$ cat config.mk
export PLATFORM = sky130hd
export DESIGN_NAME = tts_top
export DESIGN_NICKNAME = d
export VERILOG_FILES = /design/src/verilog/tts_pkg.sv /design/src/verilog/tts_top.sv
export SDC_FILE = /design/constraint.sdc
export NUM_CORES = 1
export LEC_CHECK = 0
export BUFFER_PORTS_ARGS = -buffer_cell sky130_fd_sc_hd__buf_4
export CAP_MARGIN = 0
export CORE_MARGIN = 5
export CORE_UTILIZATION = 40
export CTS_BUF_LIST = sky130_fd_sc_hd__clkbuf_8
export DETAILED_ROUTE_END_ITERATION = 12
export HOLD_SLACK_MARGIN = 0.12
export PLACE_DENSITY_LB_ADDON = 0.25
export SLEW_MARGIN = 10
export SYNTH_ARGS = -nofsm -noshare
export SYNTH_HDL_FRONTEND = slang
export SYNTH_SLANG_ARGS = --single-unit
export TNS_END_PERCENT = 100
$ cat constraint.sdc
create_clock -name clk -period 5.6 [get_ports clk]
set_clock_uncertainty 0.15 [all_clocks]
set_input_delay 0.84 -clock clk [delete_from_list [all_inputs] [get_ports clk]]
set_output_delay 0.84 -clock clk [all_outputs]
set_load 0.01 [all_outputs]
$ cat src/verilog/tts_pkg.sv
// Purpose: constants and types for the transfer trigger and status block
// Assumes: apb3 register access, 32-bit data, one clock
// Notes:   offsets are byte addresses, one aligned word per register
package tts_pkg;

  // sizes
  localparam int TTS_TYPES = 8;
  localparam int TTS_SRCS  = 32;

  // register byte offsets
  localparam logic [7:0] OFS_TYPE_SEL   = 8'h00;
  localparam logic [7:0] OFS_TRIG_CFG   = 8'h04;
  localparam logic [7:0] OFS_QUERY_SEL  = 8'h08;
  localparam logic [7:0] OFS_STATE      = 8'h0C;
  localparam logic [7:0] OFS_CMD        = 8'h10;
  localparam logic [7:0] OFS_HOST_PULSE = 8'h14;

  // field positions
  localparam int CFG_EN_BIT     = 0;
  localparam int CFG_ORIGIN_LSB = 8;
  localparam int CFG_QUAL_LSB   = 16;
  localparam int STATE_FLAG_BIT = 0;
  localparam int STATE_ALL_LSB  = 8;
  localparam int CMD_START      = 0;
  localparam int CMD_STOP       = 1;
  localparam int CMD_ABORT      = 2;
  localparam int CMD_PAUSE      = 3;
  localparam int CMD_RESUME     = 4;

  // trigger type codes
  localparam logic [2:0] TYP_START    = 3'h0;
  localparam logic [2:0] TYP_STOP     = 3'h1;
  localparam logic [2:0] TYP_ABORT    = 3'h2;
  localparam logic [2:0] TYP_PAUSE    = 3'h3;
  localparam logic [2:0] TYP_RESUME   = 3'h4;
  localparam logic [2:0] TYP_ACTIVATE = 3'h5;
  localparam logic [2:0] TYP_BURST_GO = 3'h6;
  localparam logic [2:0] TYP_BURST_END = 3'h7;

  // qualification codes
  localparam logic [2:0] QUAL_RISE = 3'h0;
  localparam logic [2:0] QUAL_FALL = 3'h1;
  localparam logic [2:0] QUAL_BOTH = 3'h2;
  localparam logic [2:0] QUAL_HIGH = 3'h3;
  localparam logic [2:0] QUAL_LOW  = 3'h4;

  // status query codes
  localparam logic [2:0] QRY_STREAMING = 3'h0;
  localparam logic [2:0] QRY_PAUSED    = 3'h1;
  localparam logic [2:0] QRY_STOPPING  = 3'h2;
  localparam logic [2:0] QRY_STOPPED   = 3'h3;
  localparam logic [2:0] QRY_OVERRUN   = 3'h4;

  typedef struct packed {
    logic       en;
    logic [4:0] origin;
    logic [2:0] qual;
  } tts_cfg_t;

  // external trigger sources, four units of each kind
  typedef struct packed {
    logic [3:0] bus_command;
    logic [3:0] comb_gate_out;
    logic [3:0] interval_unit_finish;
    logic [3:0] interval_unit_begin;
    logic [3:0] count_unit_finish;
    logic [3:0] count_unit_begin;
    logic [3:0] io_pin;
  } tts_src_t;

  typedef struct packed {
    logic streaming;
    logic paused;
    logic stopping;
    logic stopped;
    logic overrun;
  } tts_flags_t;

  typedef enum logic [1:0] {st_stopped, st_streaming, st_stopping, st_paused} tts_state_t;

  // reset values
  localparam logic [2:0] RST_TYPE_SEL  = 3'h0;
  localparam logic [2:0] RST_QUERY_SEL = 3'h0;
  localparam tts_cfg_t   RST_CFG       = '{en: 1'b0, origin: 5'h00, qual: QUAL_RISE};

endpackage : tts_pkg

$ cat src/verilog/tts_top.sv
// Purpose: trigger qualification, transfer state and status readback
// Assumes: apb3 slave with one wait state, sources synchronised here
// Notes:   queue, burst counting and transport live outside this block
//
// Chosen here: register access over APB and the register addresses.
`timescale 1ns/1ps

// Functional notes
// RULE1: each trigger type has an enable; when off its source is ignored.
// RULE2: an io pin may be chosen as the trigger source.
// RULE3: a counter begin or finish event may be the trigger source.
// RULE4: a timer begin or finish event may be the trigger source.
// RULE5: a logic block output may be the trigger source.
// RULE6: a software pulse may be the trigger source.
// RULE7: an action command may be the trigger source.
// RULE8: rising mode fires only on a low to high change.
// RULE9: falling mode fires only on a high to low change.
// RULE10: both-edge mode fires on every change of the source.
// RULE11: level-high mode is asserted while the source stays high.
// RULE12: level-low mode is asserted while the source stays low.
// RULE13: level modes only for activate and pause; others stay edge-qualified.
// RULE14: while streaming, each block is sent once its data is ready.
// RULE15: stop enters stopping, finishes current block, then goes stopped.
// RULE16: no blocks are sent while stopped.
// RULE17: pause suspends transmission at once and reports paused.
// RULE18: queue overflow is reported while the queue overflows.
// RULE19: the selected status condition reads back as one bit.
// RULE20: eight trigger types, each with its own enable, source and mode.
// RULE21: every source is synchronised before qualification.
module tts_top
  import tts_pkg::*;
(
  input  wire logic        clk,
  input  wire logic        rstn,
  input  wire logic        psel,
  input  wire logic        penable,
  input  wire logic        pwrite,
  input  wire logic [7:0]  paddr,
  input  wire logic [31:0] pwdata,
  output logic      [31:0] prdata,
  output logic             pready,
  output logic             pslverr,
  input  wire tts_src_t    src,
  input  wire logic        block_ready,
  input  wire logic        block_done,
  input  wire logic        block_store_overrun,
  output logic             block_send,
  output logic             xfer_hold,
  output logic             block_flush,
  output logic [7:0]       trig_event,
  output tts_flags_t       status_flags,
  output logic             xfer_state_flag
);

  // decode of mapped offsets, used for the error answer; the read mux has its own case
  function automatic logic tts_mapped(input logic [7:0] a);
    case (a)
      OFS_TYPE_SEL, OFS_TRIG_CFG, OFS_QUERY_SEL,
      OFS_STATE, OFS_CMD, OFS_HOST_PULSE: return 1'b1;
      default: return 1'b0;
    endcase
  endfunction : tts_mapped

  // edge or level qualification of one source
  function automatic logic tts_qualify(input logic [2:0] q, input logic cur, input logic prv);
    case (q)
      QUAL_RISE: return cur & ~prv; // RULE8
      QUAL_FALL: return ~cur & prv; // RULE9
      QUAL_BOTH: return cur ^ prv;  // RULE10
      QUAL_HIGH: return cur;        // RULE11
      QUAL_LOW:  return ~cur;       // RULE12
      default:   return 1'b0;
    endcase
  endfunction : tts_qualify

  // level modes are coerced to rising for types that cannot hold a level
  function automatic logic [2:0] tts_legal_qual(input logic [2:0] t, input logic [2:0] q);
    if (q > QUAL_LOW)
      return QUAL_RISE;
    if (q >= QUAL_HIGH && t != TYP_PAUSE && t != TYP_ACTIVATE)
      return QUAL_RISE; // RULE13
    return q;
  endfunction : tts_legal_qual

  // pick one status flag by query code
  function automatic logic tts_pick(input tts_flags_t f, input logic [2:0] s);
    case (s)
      QRY_STREAMING: return f.streaming;
      QRY_PAUSED:    return f.paused;
      QRY_STOPPING:  return f.stopping;
      QRY_STOPPED:   return f.stopped;
      QRY_OVERRUN:   return f.overrun;
      default:       return 1'b0;
    endcase
  endfunction : tts_pick

  logic [2:0]          xfer_trig_type_sel;
  logic [2:0]          xfer_state_query_sel;
  tts_cfg_t            cfg [TTS_TYPES];
  logic [4:0]          cmd;
  logic [3:0]          host_pulse;
  logic [TTS_SRCS-1:0] src_all;
  logic [TTS_SRCS-1:0] sync1;
  logic [TTS_SRCS-1:0] sync2;
  logic [TTS_SRCS-1:0] sync3;
  logic [7:0]          hit;
  logic [7:0]          sel_cur;
  logic [7:0]          sel_prv;
  tts_state_t          state;
  tts_state_t          next_state;
  tts_flags_t          next_flags;
  logic                busy;
  logic                send_now;
  logic                wr_en;
  logic                rd_take;
  logic [31:0]         rd_mux;
  logic                start_req;
  logic                stop_req;
  logic                abort_req;
  logic                pause_req;
  logic                resume_req;
  logic                pause_lvl;
  logic                act_lvl;
  logic                act_ok;

  // apb handshake: one wait state, write lands at the pready edge
  assign wr_en   = psel & penable & pready & pwrite;
  assign rd_take = psel & penable & ~pready;

  always_ff @(posedge clk) begin
    if (!rstn) begin
      pready  <= 1'b0;
      pslverr <= 1'b0;
    end else begin
      pready  <= rd_take;
      pslverr <= rd_take & ~tts_mapped(paddr);
    end
  end

  // read data mux
  always_comb begin
    rd_mux = 32'h0000_0000;
    case (paddr)
      OFS_TYPE_SEL:  rd_mux[2:0] = xfer_trig_type_sel;
      OFS_TRIG_CFG: begin
        rd_mux[CFG_EN_BIT]          = cfg[xfer_trig_type_sel].en;
        rd_mux[CFG_ORIGIN_LSB +: 5] = cfg[xfer_trig_type_sel].origin;
        rd_mux[CFG_QUAL_LSB +: 3]   = cfg[xfer_trig_type_sel].qual;
      end
      OFS_QUERY_SEL: rd_mux[2:0] = xfer_state_query_sel;
      OFS_STATE: begin
        rd_mux[STATE_FLAG_BIT]     = tts_pick(next_flags, xfer_state_query_sel); // RULE19
        rd_mux[STATE_ALL_LSB +: 5] = next_flags;
      end
      default:       rd_mux = 32'h0000_0000;
    endcase
  end

  always_ff @(posedge clk) begin
    if (!rstn)
      prdata <= 32'h0000_0000;
    else if (rd_take && !pwrite)
      prdata <= rd_mux;
  end

  // selectors
  always_ff @(posedge clk) begin
    if (!rstn) begin
      xfer_trig_type_sel   <= RST_TYPE_SEL;
      xfer_state_query_sel <= RST_QUERY_SEL;
    end else if (wr_en) begin
      if (paddr == OFS_TYPE_SEL)
        xfer_trig_type_sel <= pwdata[2:0];
      if (paddr == OFS_QUERY_SEL)
        xfer_state_query_sel <= pwdata[2:0];
    end
  end

  // per-type configuration, written through the type selector
  always_ff @(posedge clk) begin
    if (!rstn) begin
      for (int i = 0; i < TTS_TYPES; i++)
        cfg[i] <= RST_CFG;
    end else if (wr_en && paddr == OFS_TRIG_CFG) begin
      cfg[xfer_trig_type_sel].en     <= pwdata[CFG_EN_BIT];                    // RULE1
      cfg[xfer_trig_type_sel].origin <= pwdata[CFG_ORIGIN_LSB +: 5];           // RULE20
      cfg[xfer_trig_type_sel].qual   <= tts_legal_qual(xfer_trig_type_sel,
                                          pwdata[CFG_QUAL_LSB +: 3]);          // RULE13
    end
  end

  // command and software pulses last one cycle
  always_ff @(posedge clk) begin
    if (!rstn) begin
      cmd        <= 5'h00;
      host_pulse <= 4'h0;
    end else begin
      cmd        <= (wr_en && paddr == OFS_CMD) ? pwdata[4:0] : 5'h00;
      host_pulse <= (wr_en && paddr == OFS_HOST_PULSE) ? pwdata[3:0] : 4'h0; // RULE6
    end
  end

  // source vector: index bits [4:2] pick the kind, [1:0] the unit
  assign src_all = {src.bus_command,          // RULE7
                    host_pulse,               // RULE6
                    src.comb_gate_out,        // RULE5
                    src.interval_unit_finish, // RULE4
                    src.interval_unit_begin,  // RULE4
                    src.count_unit_finish,    // RULE3
                    src.count_unit_begin,     // RULE3
                    src.io_pin};              // RULE2

  // two-stage synchroniser plus a history stage for edge detection
  always_ff @(posedge clk) begin
    if (!rstn) begin
      sync1 <= '0;
      sync2 <= '0;
      sync3 <= '0;
    end else begin
      sync1 <= src_all; // RULE21
      sync2 <= sync1;
      sync3 <= sync2;
    end
  end

  // history is kept per source, so changing the origin cannot fake an edge
  genvar g;
  generate
    for (g = 0; g < TTS_TYPES; g++) begin : g_trig
      assign sel_cur[g] = sync2[cfg[g].origin];
      assign sel_prv[g] = sync3[cfg[g].origin];
      assign hit[g]     = cfg[g].en & tts_qualify(cfg[g].qual, sel_cur[g], sel_prv[g]); // RULE1
    end
  endgenerate

  always_ff @(posedge clk) begin
    if (!rstn)
      trig_event <= 8'h00;
    else
      trig_event <= hit;
  end

  // requests from triggers and software commands
  assign pause_lvl  = cfg[TYP_PAUSE].en & (cfg[TYP_PAUSE].qual >= QUAL_HIGH);
  assign act_lvl    = cfg[TYP_ACTIVATE].en & (cfg[TYP_ACTIVATE].qual >= QUAL_HIGH);
  assign act_ok     = ~act_lvl | hit[TYP_ACTIVATE];                             // RULE11
  assign start_req  = hit[TYP_START] | cmd[CMD_START] | (hit[TYP_ACTIVATE] & ~act_lvl);
  assign stop_req   = hit[TYP_STOP] | cmd[CMD_STOP];
  assign abort_req  = hit[TYP_ABORT] | cmd[CMD_ABORT];
  assign pause_req  = (hit[TYP_PAUSE] & ~pause_lvl) | cmd[CMD_PAUSE];
  assign resume_req = hit[TYP_RESUME] | cmd[CMD_RESUME];

  // transfer state: abort beats stop beats pause, resume and start
  always_comb begin
    next_state = state;
    case (state)
      st_stopped: begin
        if (!abort_req && !stop_req && start_req)
          next_state = st_streaming;
      end
      st_streaming: begin
        if (abort_req)
          next_state = st_stopped;
        else if (stop_req)
          next_state = (busy && !block_done) ? st_stopping : st_stopped; // RULE15
        else if (pause_req || (pause_lvl && hit[TYP_PAUSE]))
          next_state = st_paused;                                         // RULE17
      end
      st_stopping: begin
        if (abort_req || !busy || block_done)
          next_state = st_stopped;                                        // RULE15
      end
      st_paused: begin
        if (abort_req)
          next_state = st_stopped;
        else if (stop_req)
          next_state = (busy && !block_done) ? st_stopping : st_stopped;
        else if (pause_lvl ? !hit[TYP_PAUSE] : resume_req)
          next_state = st_streaming;
      end
      default: next_state = st_stopped;
    endcase
  end

  always_ff @(posedge clk) begin
    if (!rstn)
      state <= st_stopped;
    else
      state <= next_state;
  end

  // a new block goes out only while streaming stays streaming
  assign send_now = (state == st_streaming) & (next_state == st_streaming) &
                    block_ready & ~busy & ~block_send & act_ok; // RULE14

  always_ff @(posedge clk) begin
    if (!rstn) begin
      busy        <= 1'b0;
      block_send  <= 1'b0;
      block_flush <= 1'b0;
    end else begin
      block_send  <= send_now; // RULE16
      block_flush <= abort_req & (state != st_stopped);
      if (abort_req)
        busy <= 1'b0;
      else if (send_now)
        busy <= 1'b1;
      else if (block_done)
        busy <= 1'b0;
    end
  end

  // status flags follow the next state so they match the state register
  always_comb begin
    next_flags           = '0;
    next_flags.streaming = (next_state == st_streaming);
    next_flags.paused    = (next_state == st_paused);
    next_flags.stopping  = (next_state == st_stopping);
    next_flags.stopped   = (next_state == st_stopped);
    next_flags.overrun   = block_store_overrun; // RULE18
  end

  always_ff @(posedge clk) begin
    if (!rstn) begin
      status_flags    <= '{streaming: 1'b0, paused: 1'b0, stopping: 1'b0, stopped: 1'b1, overrun: 1'b0};
      xfer_state_flag <= 1'b0;
      xfer_hold       <= 1'b0;
    end else begin
      status_flags    <= next_flags;
      xfer_state_flag <= tts_pick(next_flags, xfer_state_query_sel); // RULE19
      xfer_hold       <= (next_state == st_paused);                  // RULE17
    end
  end

  a_disabled_quiet: assert property (@(posedge clk) disable iff (!rstn) // RULE1
    !cfg[TYP_START].en |=> !trig_event[TYP_START])
    else $error("disabled trigger produced an event");

  a_rise_only: assert property (@(posedge clk) disable iff (!rstn) // RULE8
    (cfg[TYP_BURST_GO].en && cfg[TYP_BURST_GO].qual == QUAL_RISE) |->
      (hit[TYP_BURST_GO] == (sel_cur[TYP_BURST_GO] && !sel_prv[TYP_BURST_GO])))
    else $error("rising mode mismatch");

  a_fall_only: assert property (@(posedge clk) disable iff (!rstn) // RULE9
    (cfg[TYP_BURST_GO].en && cfg[TYP_BURST_GO].qual == QUAL_FALL &&
     !sel_cur[TYP_BURST_GO] && sel_prv[TYP_BURST_GO])
      |=> trig_event[TYP_BURST_GO])
    else $error("falling edge not seen");

  a_both_edges: assert property (@(posedge clk) disable iff (!rstn) // RULE10
    (cfg[TYP_BURST_GO].en && cfg[TYP_BURST_GO].qual == QUAL_BOTH &&
     (sel_cur[TYP_BURST_GO] != sel_prv[TYP_BURST_GO]))
      |=> trig_event[TYP_BURST_GO])
    else $error("any edge not seen");

  a_level_high: assert property (@(posedge clk) disable iff (!rstn) // RULE11
    (cfg[TYP_PAUSE].en && cfg[TYP_PAUSE].qual == QUAL_HIGH) |-> (hit[TYP_PAUSE] == sel_cur[TYP_PAUSE]))
    else $error("level high mismatch");

  a_level_low: assert property (@(posedge clk) disable iff (!rstn) // RULE12
    (cfg[TYP_ACTIVATE].en && cfg[TYP_ACTIVATE].qual == QUAL_LOW) |->
      (hit[TYP_ACTIVATE] == !sel_cur[TYP_ACTIVATE]))
    else $error("level low mismatch");

  a_edge_only_types: assert property (@(posedge clk) disable iff (!rstn) // RULE13
    cfg[TYP_STOP].qual <= QUAL_BOTH && cfg[TYP_START].qual <= QUAL_BOTH && cfg[TYP_BURST_GO].qual <= QUAL_BOTH)
    else $error("level mode on edge-only type");

  a_send_cause: assert property (@(posedge clk) disable iff (!rstn) // RULE14
    $rose(block_send) |-> $past(block_ready) && $past(state) == st_streaming)
    else $error("block sent without cause");

  a_stopped_silent: assert property (@(posedge clk) disable iff (!rstn) // RULE16
    (state == st_stopped) |=> !block_send)
    else $error("block sent while stopped");

  a_stop_drains: assert property (@(posedge clk) disable iff (!rstn) // RULE15
    (state == st_stopping && !abort_req && busy && !block_done) |=> (state == st_stopping) && !block_send)
    else $error("stopping left before block end");

  a_pause_now: assert property (@(posedge clk) disable iff (!rstn) // RULE17
    (state == st_streaming && pause_req && !abort_req && !stop_req) |=> xfer_hold && status_flags.paused)
    else $error("pause not immediate");

  a_overrun_flag: assert property (@(posedge clk) disable iff (!rstn) // RULE18
    block_store_overrun |=> status_flags.overrun)
    else $error("overrun not reported");

  a_status_read: assert property (@(posedge clk) disable iff (!rstn) // RULE19
    (rd_take && !pwrite && paddr == OFS_STATE) |=> pready && prdata[STATE_FLAG_BIT] == xfer_state_flag)
    else $error("status readback differs");

  a_sync_latency: assert property (@(posedge clk) disable iff (!rstn) // RULE21
    $rose(src.io_pin[0]) |-> ##2 sync2[0])
    else $error("synchroniser latency wrong");

endmodule : tts_top

# Yosys cells after proc, flatten, opt, wreduce, memory -nomap -nowiden
# Memories as Yosys holds them, arrays and structs flattened. A register that Yosys moved wholly into a read port is not among the register bits.
# Index checks and enable logic that the tools add are counted.
[word_totals] word_cells=282 ff_bits=143 n_memories=1 mem_bits_rw=72
[memory_table] memory="cfg" depth=8 word_bits=9 read_ports=9 rd_clocked_by_memory_dff=1 wr=8 line="tts_top.sv:99" text="tts_cfg_t cfg [TTS_TYPES];"
[classes] n_lt_le_gt_ge=12 n_mux=82 eq_ne=49 bitwise=77 n_reduce_logical=40
[op_table] cell="binary-select mux 1 bit (select 5 bit)" n=16
[op_table] cell="== test 3 x 2 -> 1 bit, second input constant" n=18
[op_table] cell="< comparator 5 x 6 -> 1 bit, second input constant" n=8
[op_table] cell="case mux 1 bit (5 select lines)" n=9
[op_table] cell="bitwise AND 1 bit" n=39
[op_table] cell="two-way mux 1 bit" n=33
[op_table] cell="two-way mux 3 bit" n=10
[op_table] cell="== test 3 x 1 -> 1 bit, second input constant" n=9
[op_table] cell="== test 3 bit, second input constant" n=9
[op_table] cell="logical NOT 3 bit" n=9
[op_table] cell="NOT 1 bit" n=23
[op_table] cell="two-way mux 2 bit" n=9
[op_table] cell="== test 8 x 4 -> 1 bit, second input constant" n=2
[op_table] cell="== test 8 x 5 -> 1 bit, second input constant" n=2
[op_table] cell="logical AND 1 bit" n=10
[op_table] cell="case mux 5 bit (2 select lines)" n=1
[op_table] cell="greater-or-equal comparator 3 x 2 -> 1 bit, second input constant" n=3
[op_table] cell="two-way mux 9 bit" n=1
[op_table] cell="OR reduction 9 bit" n=1
[op_table] cell="== test 2 bit, second input constant" n=4
[op_table] cell="== test 8 x 3 -> 1 bit, second input constant" n=1
[op_table] cell="logical NOT 8 bit" n=1
[op_table] cell="case mux 2 bit (4 select lines)" n=1
[op_table] cell="AND reduction 2 bit" n=4
[op_table] cell="other kinds (14)" n=37

# Depth between registers and ports, before layout
# An unclocked memory read counts as a cell.
[logic_depth] word_depth=21 mapped_depth=20 ltp_nobuf=17

# Least setup slack after synthesis
# Ideal clock, no wire load.
[synth_timing] path_type="register to register" start="mem cfg[1][4] (netlist bit)" end="reg prdata[0]" required_time_ps=5367 slack_ps=1093 stages_incl_launch_ff=18 arrival_time_ps=4274 setup_time_ps=83 synth_period_minus_slack_ps=4507 path_cell_list="edfxtp_1 > buf_2 > buf_1 > mux4_2 > mux4_2 > mux2i_1 > inv_1 > ha_1 > mux2_2 > o21ai_1 > nor2_1 > or3_1 > or3_1 > nand3_1 > a31oi_1 > or4_1 > and3_4 > o31ai_4"
[synth_rtl] element="start: declaration" line="tts_top.sv:99"
[synth_rtl] element="end signal: assignment" line="tts_top.sv:163" text="prdata <= rd_mux;"
[synth_rtl] element="end: declaration" line="tts_top.sv:40" text="output logic [31:0] prdata,"

==> metrics.csv <==
stage,metric,value,unit
cells_and_area,syn_to_final_growth,13.87,%
global_routing,grt-ovfl-total,0,
clocking,holdBufCountCts,0,
run_status,status,completed,
sta,fin_tns_setup,0,ps
placement,io_buffers,86,
worst_setup_path,worstPathArrival,5430,ps
min_path,hold_depth,1,
power,pwr-share-comb,0.094,
placement,dp_hpwl,26620,microns
yosys,synth_cells,1116,
min_path,min_path_type,flip-flop to flip-flop,
yosys,synthesis.area,13010,sq um
sta,slew-limit-headroom,0.2905,
yosys,synth_edf_count,72,
power,power_frac_seq,0.497,
global_routing,antenna_found_initial,0,
worst_setup_path,rr_startpoint,cfg[1][3]$_SDFFCE_PN0P_,
cells_and_area,final_area,14810,sq um
placement,dp.cells,1610,
clocking,cts_max_path_buffers,3,
yosys,ys.flop_type,dfxtp_1,
detailed_routing,route.detailed.wl_per_inst,22.14,microns
clocking,post-cts-setup-buffers,0,
sta,worst_pin_slew,1054,ps
power,power,3.579,mW
global_routing,grt_pass1_wl,56640,microns
yosys,ys_seq_area_frac,0.3909,
power,p_sw_frac,0.2530,
sta,finalSetupViolCount,0,
floorplanning,core_region_area,32290,sq um
sta,holdWs,279.5,ps
global_routing,grt.total_usage,0.2014,
clocking,clkSinkCount,218,
floorplanning,ios,127,
worst_setup_path,crit_fanout,9,
detailed_routing,drtIter0Drc,888,
worst_setup_path,path_class,flip-flop to flip-flop,
yosys,async_flop_share,0,
detailed_routing,ant_nets,0,
worst_setup_path,startpoint_type,flip-flop,
sta,fmax,195.0,MHz
clocking,cts_buffers,37,
power,peakVddDrop,0.0001687,V
sta,period_share,0.9159,
floorplanning,initial_utilization,0.4029,
detailed_routing,drt_pass1_iterations,5,
cells_and_area,layout_common_cells,"dfxtp_1, mux4_2, and2_1",
yosys,yosysTopAreaCell,mux4_2,
power,p_int,2.673,mW
sta,finalHoldViolCount,0,
yosys,synth.distinct_cells,62,
sta,min_period,5129,ps
clocking,clk_pin_slew,60,ps
min_path,hold-path-endpoint,sync2[12]$_SDFF_PN0_,
sta,fin_ws,471.0,ps
clocking,clock_latency,530,ps
clocking,cts_max_level,2,
cells_and_area,fin_util,0.4588,
clocking,cts_tree,built,
flow_run,drv_cap,0,
worst_setup_path,regToRegSetupSlack,470,ps
yosys,avgSynthCellArea,11.66,sq um
cells_and_area,nets,1299,
global_routing,grt_pass1_vias,9605,
placement,dp_slack,505.2,ps
min_path,hold_start,sync1[12]$_SDFF_PN0_,
global_routing,grt_max_degree,120,
yosys,synth_warnings,0,
yosys,synthTopCellsByArea,"mux4_2, dfxtp_1, edfxtp_1",
worst_setup_path,rr_worst_depth,15,
placement,placed_cell_area,14060,sq um
power,netSwitchingPower,0.9054,mW
worst_setup_path,cp.required,5900,ps
cells_and_area,instances_no_fill,1675,
detailed_routing,drcViolationCount,0,
worst_setup_path,rr_endpoint,prdata[0]$_SDFFE_PN0P_,
floorplanning,num_rows,66,
worst_setup_path,worst_setup_path_end_kind,flip-flop,
cells_and_area,final_common_cell,dfxtp_1,
power,power-per-cell-area,241.6,nW/um^2
floorplanning,die-width,190.3,microns
placement,gp_congestion,0.8918,
floorplanning,dieArea,36230,sq um
detailed_routing,vias_per_cell,5.822,
detailed_routing,via_count,9752,
detailed_routing,wl,37080,microns
cells_and_area,drive_gt1_frac,0.2725,
floorplanning,die-height,190.3,microns
sta,rsz0062_at_grt,no,
clocking,cts_resized,0,
clocking,cts-root-buf,clkbuf_8,
yosys,synth_top_area_frac,0.2285,
sta,drv_slew,0,
yosys,ys_seq_elements,218,
power,p_leak,5.849,nW
power,clockPowerShare,0.409,
cells_and_area,diodes,0,
## worst max path at each step
stage | startpoint | endpoint | slack (ps) | cells past startpoint
after CTS | cfg[1][3]$_SDFFCE_PN0P_ | prdata[0]$_SDFFE_PN0P_ | 470 | 15
after detailed placement | cfg[1][3]$_SDFFCE_PN0P_ | prdata[0]$_SDFFE_PN0P_ | 510 | 15
after global routing | cfg[4][3]$_SDFFCE_PN0P_ | prdata[12]$_SDFFE_PN0P_ | 100 | 15
final | cfg[1][3]$_SDFFCE_PN0P_ | prdata[0]$_SDFFE_PN0P_ | 470 | 15
after global placement | cfg[4][3]$_SDFFCE_PN0P_ | prdata[12]$_SDFFE_PN0P_ | 560 | 14
after floorplan | cfg[1][4]$_SDFFCE_PN0P_ | prdata[0]$_SDFFE_PN0P_ | 1090 | 17
## metal layers
| metal | track usage | vias to the layer above | routed length, microns |
|---|---|---|---|
| li1 | - | 4354 | - |
| met1 | 0.2800 | 4816 | 15290 |
| met2 | 0.3154 | 497 | 16990 |
| met3 | 0.04394 | 85 | 3629 |
| met4 | 0.06657 | 0 | 1169 |
| met5 | 0 | - | 0 |
## cell usage after synthesis (4+ instances only)
| cell | n |
|---|---|
| buf_1 | 7 |
| inv_1 | 23 |
| o22ai_1 | 8 |
| mux2_2 | 17 |
| mux2_4 | 6 |
| and3_1 | 43 |
| nand2_1 | 59 |
| dfxtp_1 | 146 |
| buf_2 | 15 |
| a31oi_1 | 6 |
| nor3_1 | 21 |
| nand3b_1 | 6 |
| o211a_1 | 4 |
| nand3_1 | 29 |
| nor2b_1 | 15 |
| nor3b_1 | 5 |
| nor4_1 | 5 |
| buf_4 | 24 |
| ha_1 | 16 |
| nor2_1 | 71 |
| a22oi_1 | 14 |
| mux4_2 | 132 |
| edfxtp_1 | 72 |
| a211oi_1 | 4 |
| a21oi_1 | 29 |
| o21ai_0 | 18 |
| and2_1 | 121 |
| nand2b_1 | 14 |
| clkbuf_1 | 41 |
| or3_1 | 5 |
| mux2i_1 | 90 |
| a2bb2oi_1 | 4 |
## critical path, cell delays in order (launching register included)
cell,delay (ps)
edfxtp_1,690
mux4_2,590
mux4_2,480
mux2i_1,320
inv_1,100
ha_1,200
mux2_2,260
o21ai_1,140
nor2_1,80
or3_1,350
or3_1,350
nand3_1,210
a31oi_1,220
or4_1,540
and3_4,200
o31ai_4,160
## power by group through the flow
stage                     sequential (mW)  combinational (mW)  clock [mW]
final                                1.78               0.337        1.46
after global routing                 1.79               0.367        1.57
after CTS                            1.78               0.337        1.49
after detailed placement             1.81               0.336           0
after global placement               1.81               0.330           0
after floorplan                      1.76               0.260           0
## sequential cells by signal, summed over array words and instances (netlist names), named ones only
| name | flops |
|---|---|
| sync3 | 32 |
| cfg | 72 |
| trig_event | 8 |
| busy | 1 |
| sync1 | 32 |
| status_flags | 5 |
| block_flush | 1 |
| prdata | 11 |
| pslverr | 1 |
| xfer_state_query_sel | 3 |
| xfer_state_flag | 1 |
| block_send | 1 |
| pready | 1 |
| host_pulse | 4 |
| state | 2 |
| sync2 | 32 |
| xfer_trig_type_sel | 3 |
| cmd | 5 |
## area by class of cell
| class | instances | area (sq um) |
|---|---|---|
| clock buffer | 44 | 605.6 |
| clock inverter | 21 | 150.1 |
| fill | 3016 | 17480 |
| inverter | 24 | 90.09 |
| multi-input combinational | 810 | 7458 |
| sequential | 218 | 5085 |
| tap | 442 | 553.0 |
| timing repair buffer | 116 | 870.8 |
## cells by family (layout without fill, tap and decap cells)
family | after synthesis | after routing | synth area share
AO/OA/AOI/OAI | 107 | 107 | 0.05540
other | 1 | 27 | 0.0002883
adder cells (fa/ha/maj) | 16 | 16 | 0.01539
multiplexers | 247 | 247 | 0.3211
flip-flops | 218 | 218 | 0.3909
AND/OR/NAND/NOR | 413 | 413 | 0.1732
buffers and inverters | 114 | 205 | 0.04367
(Power assumes the default switching activity.)
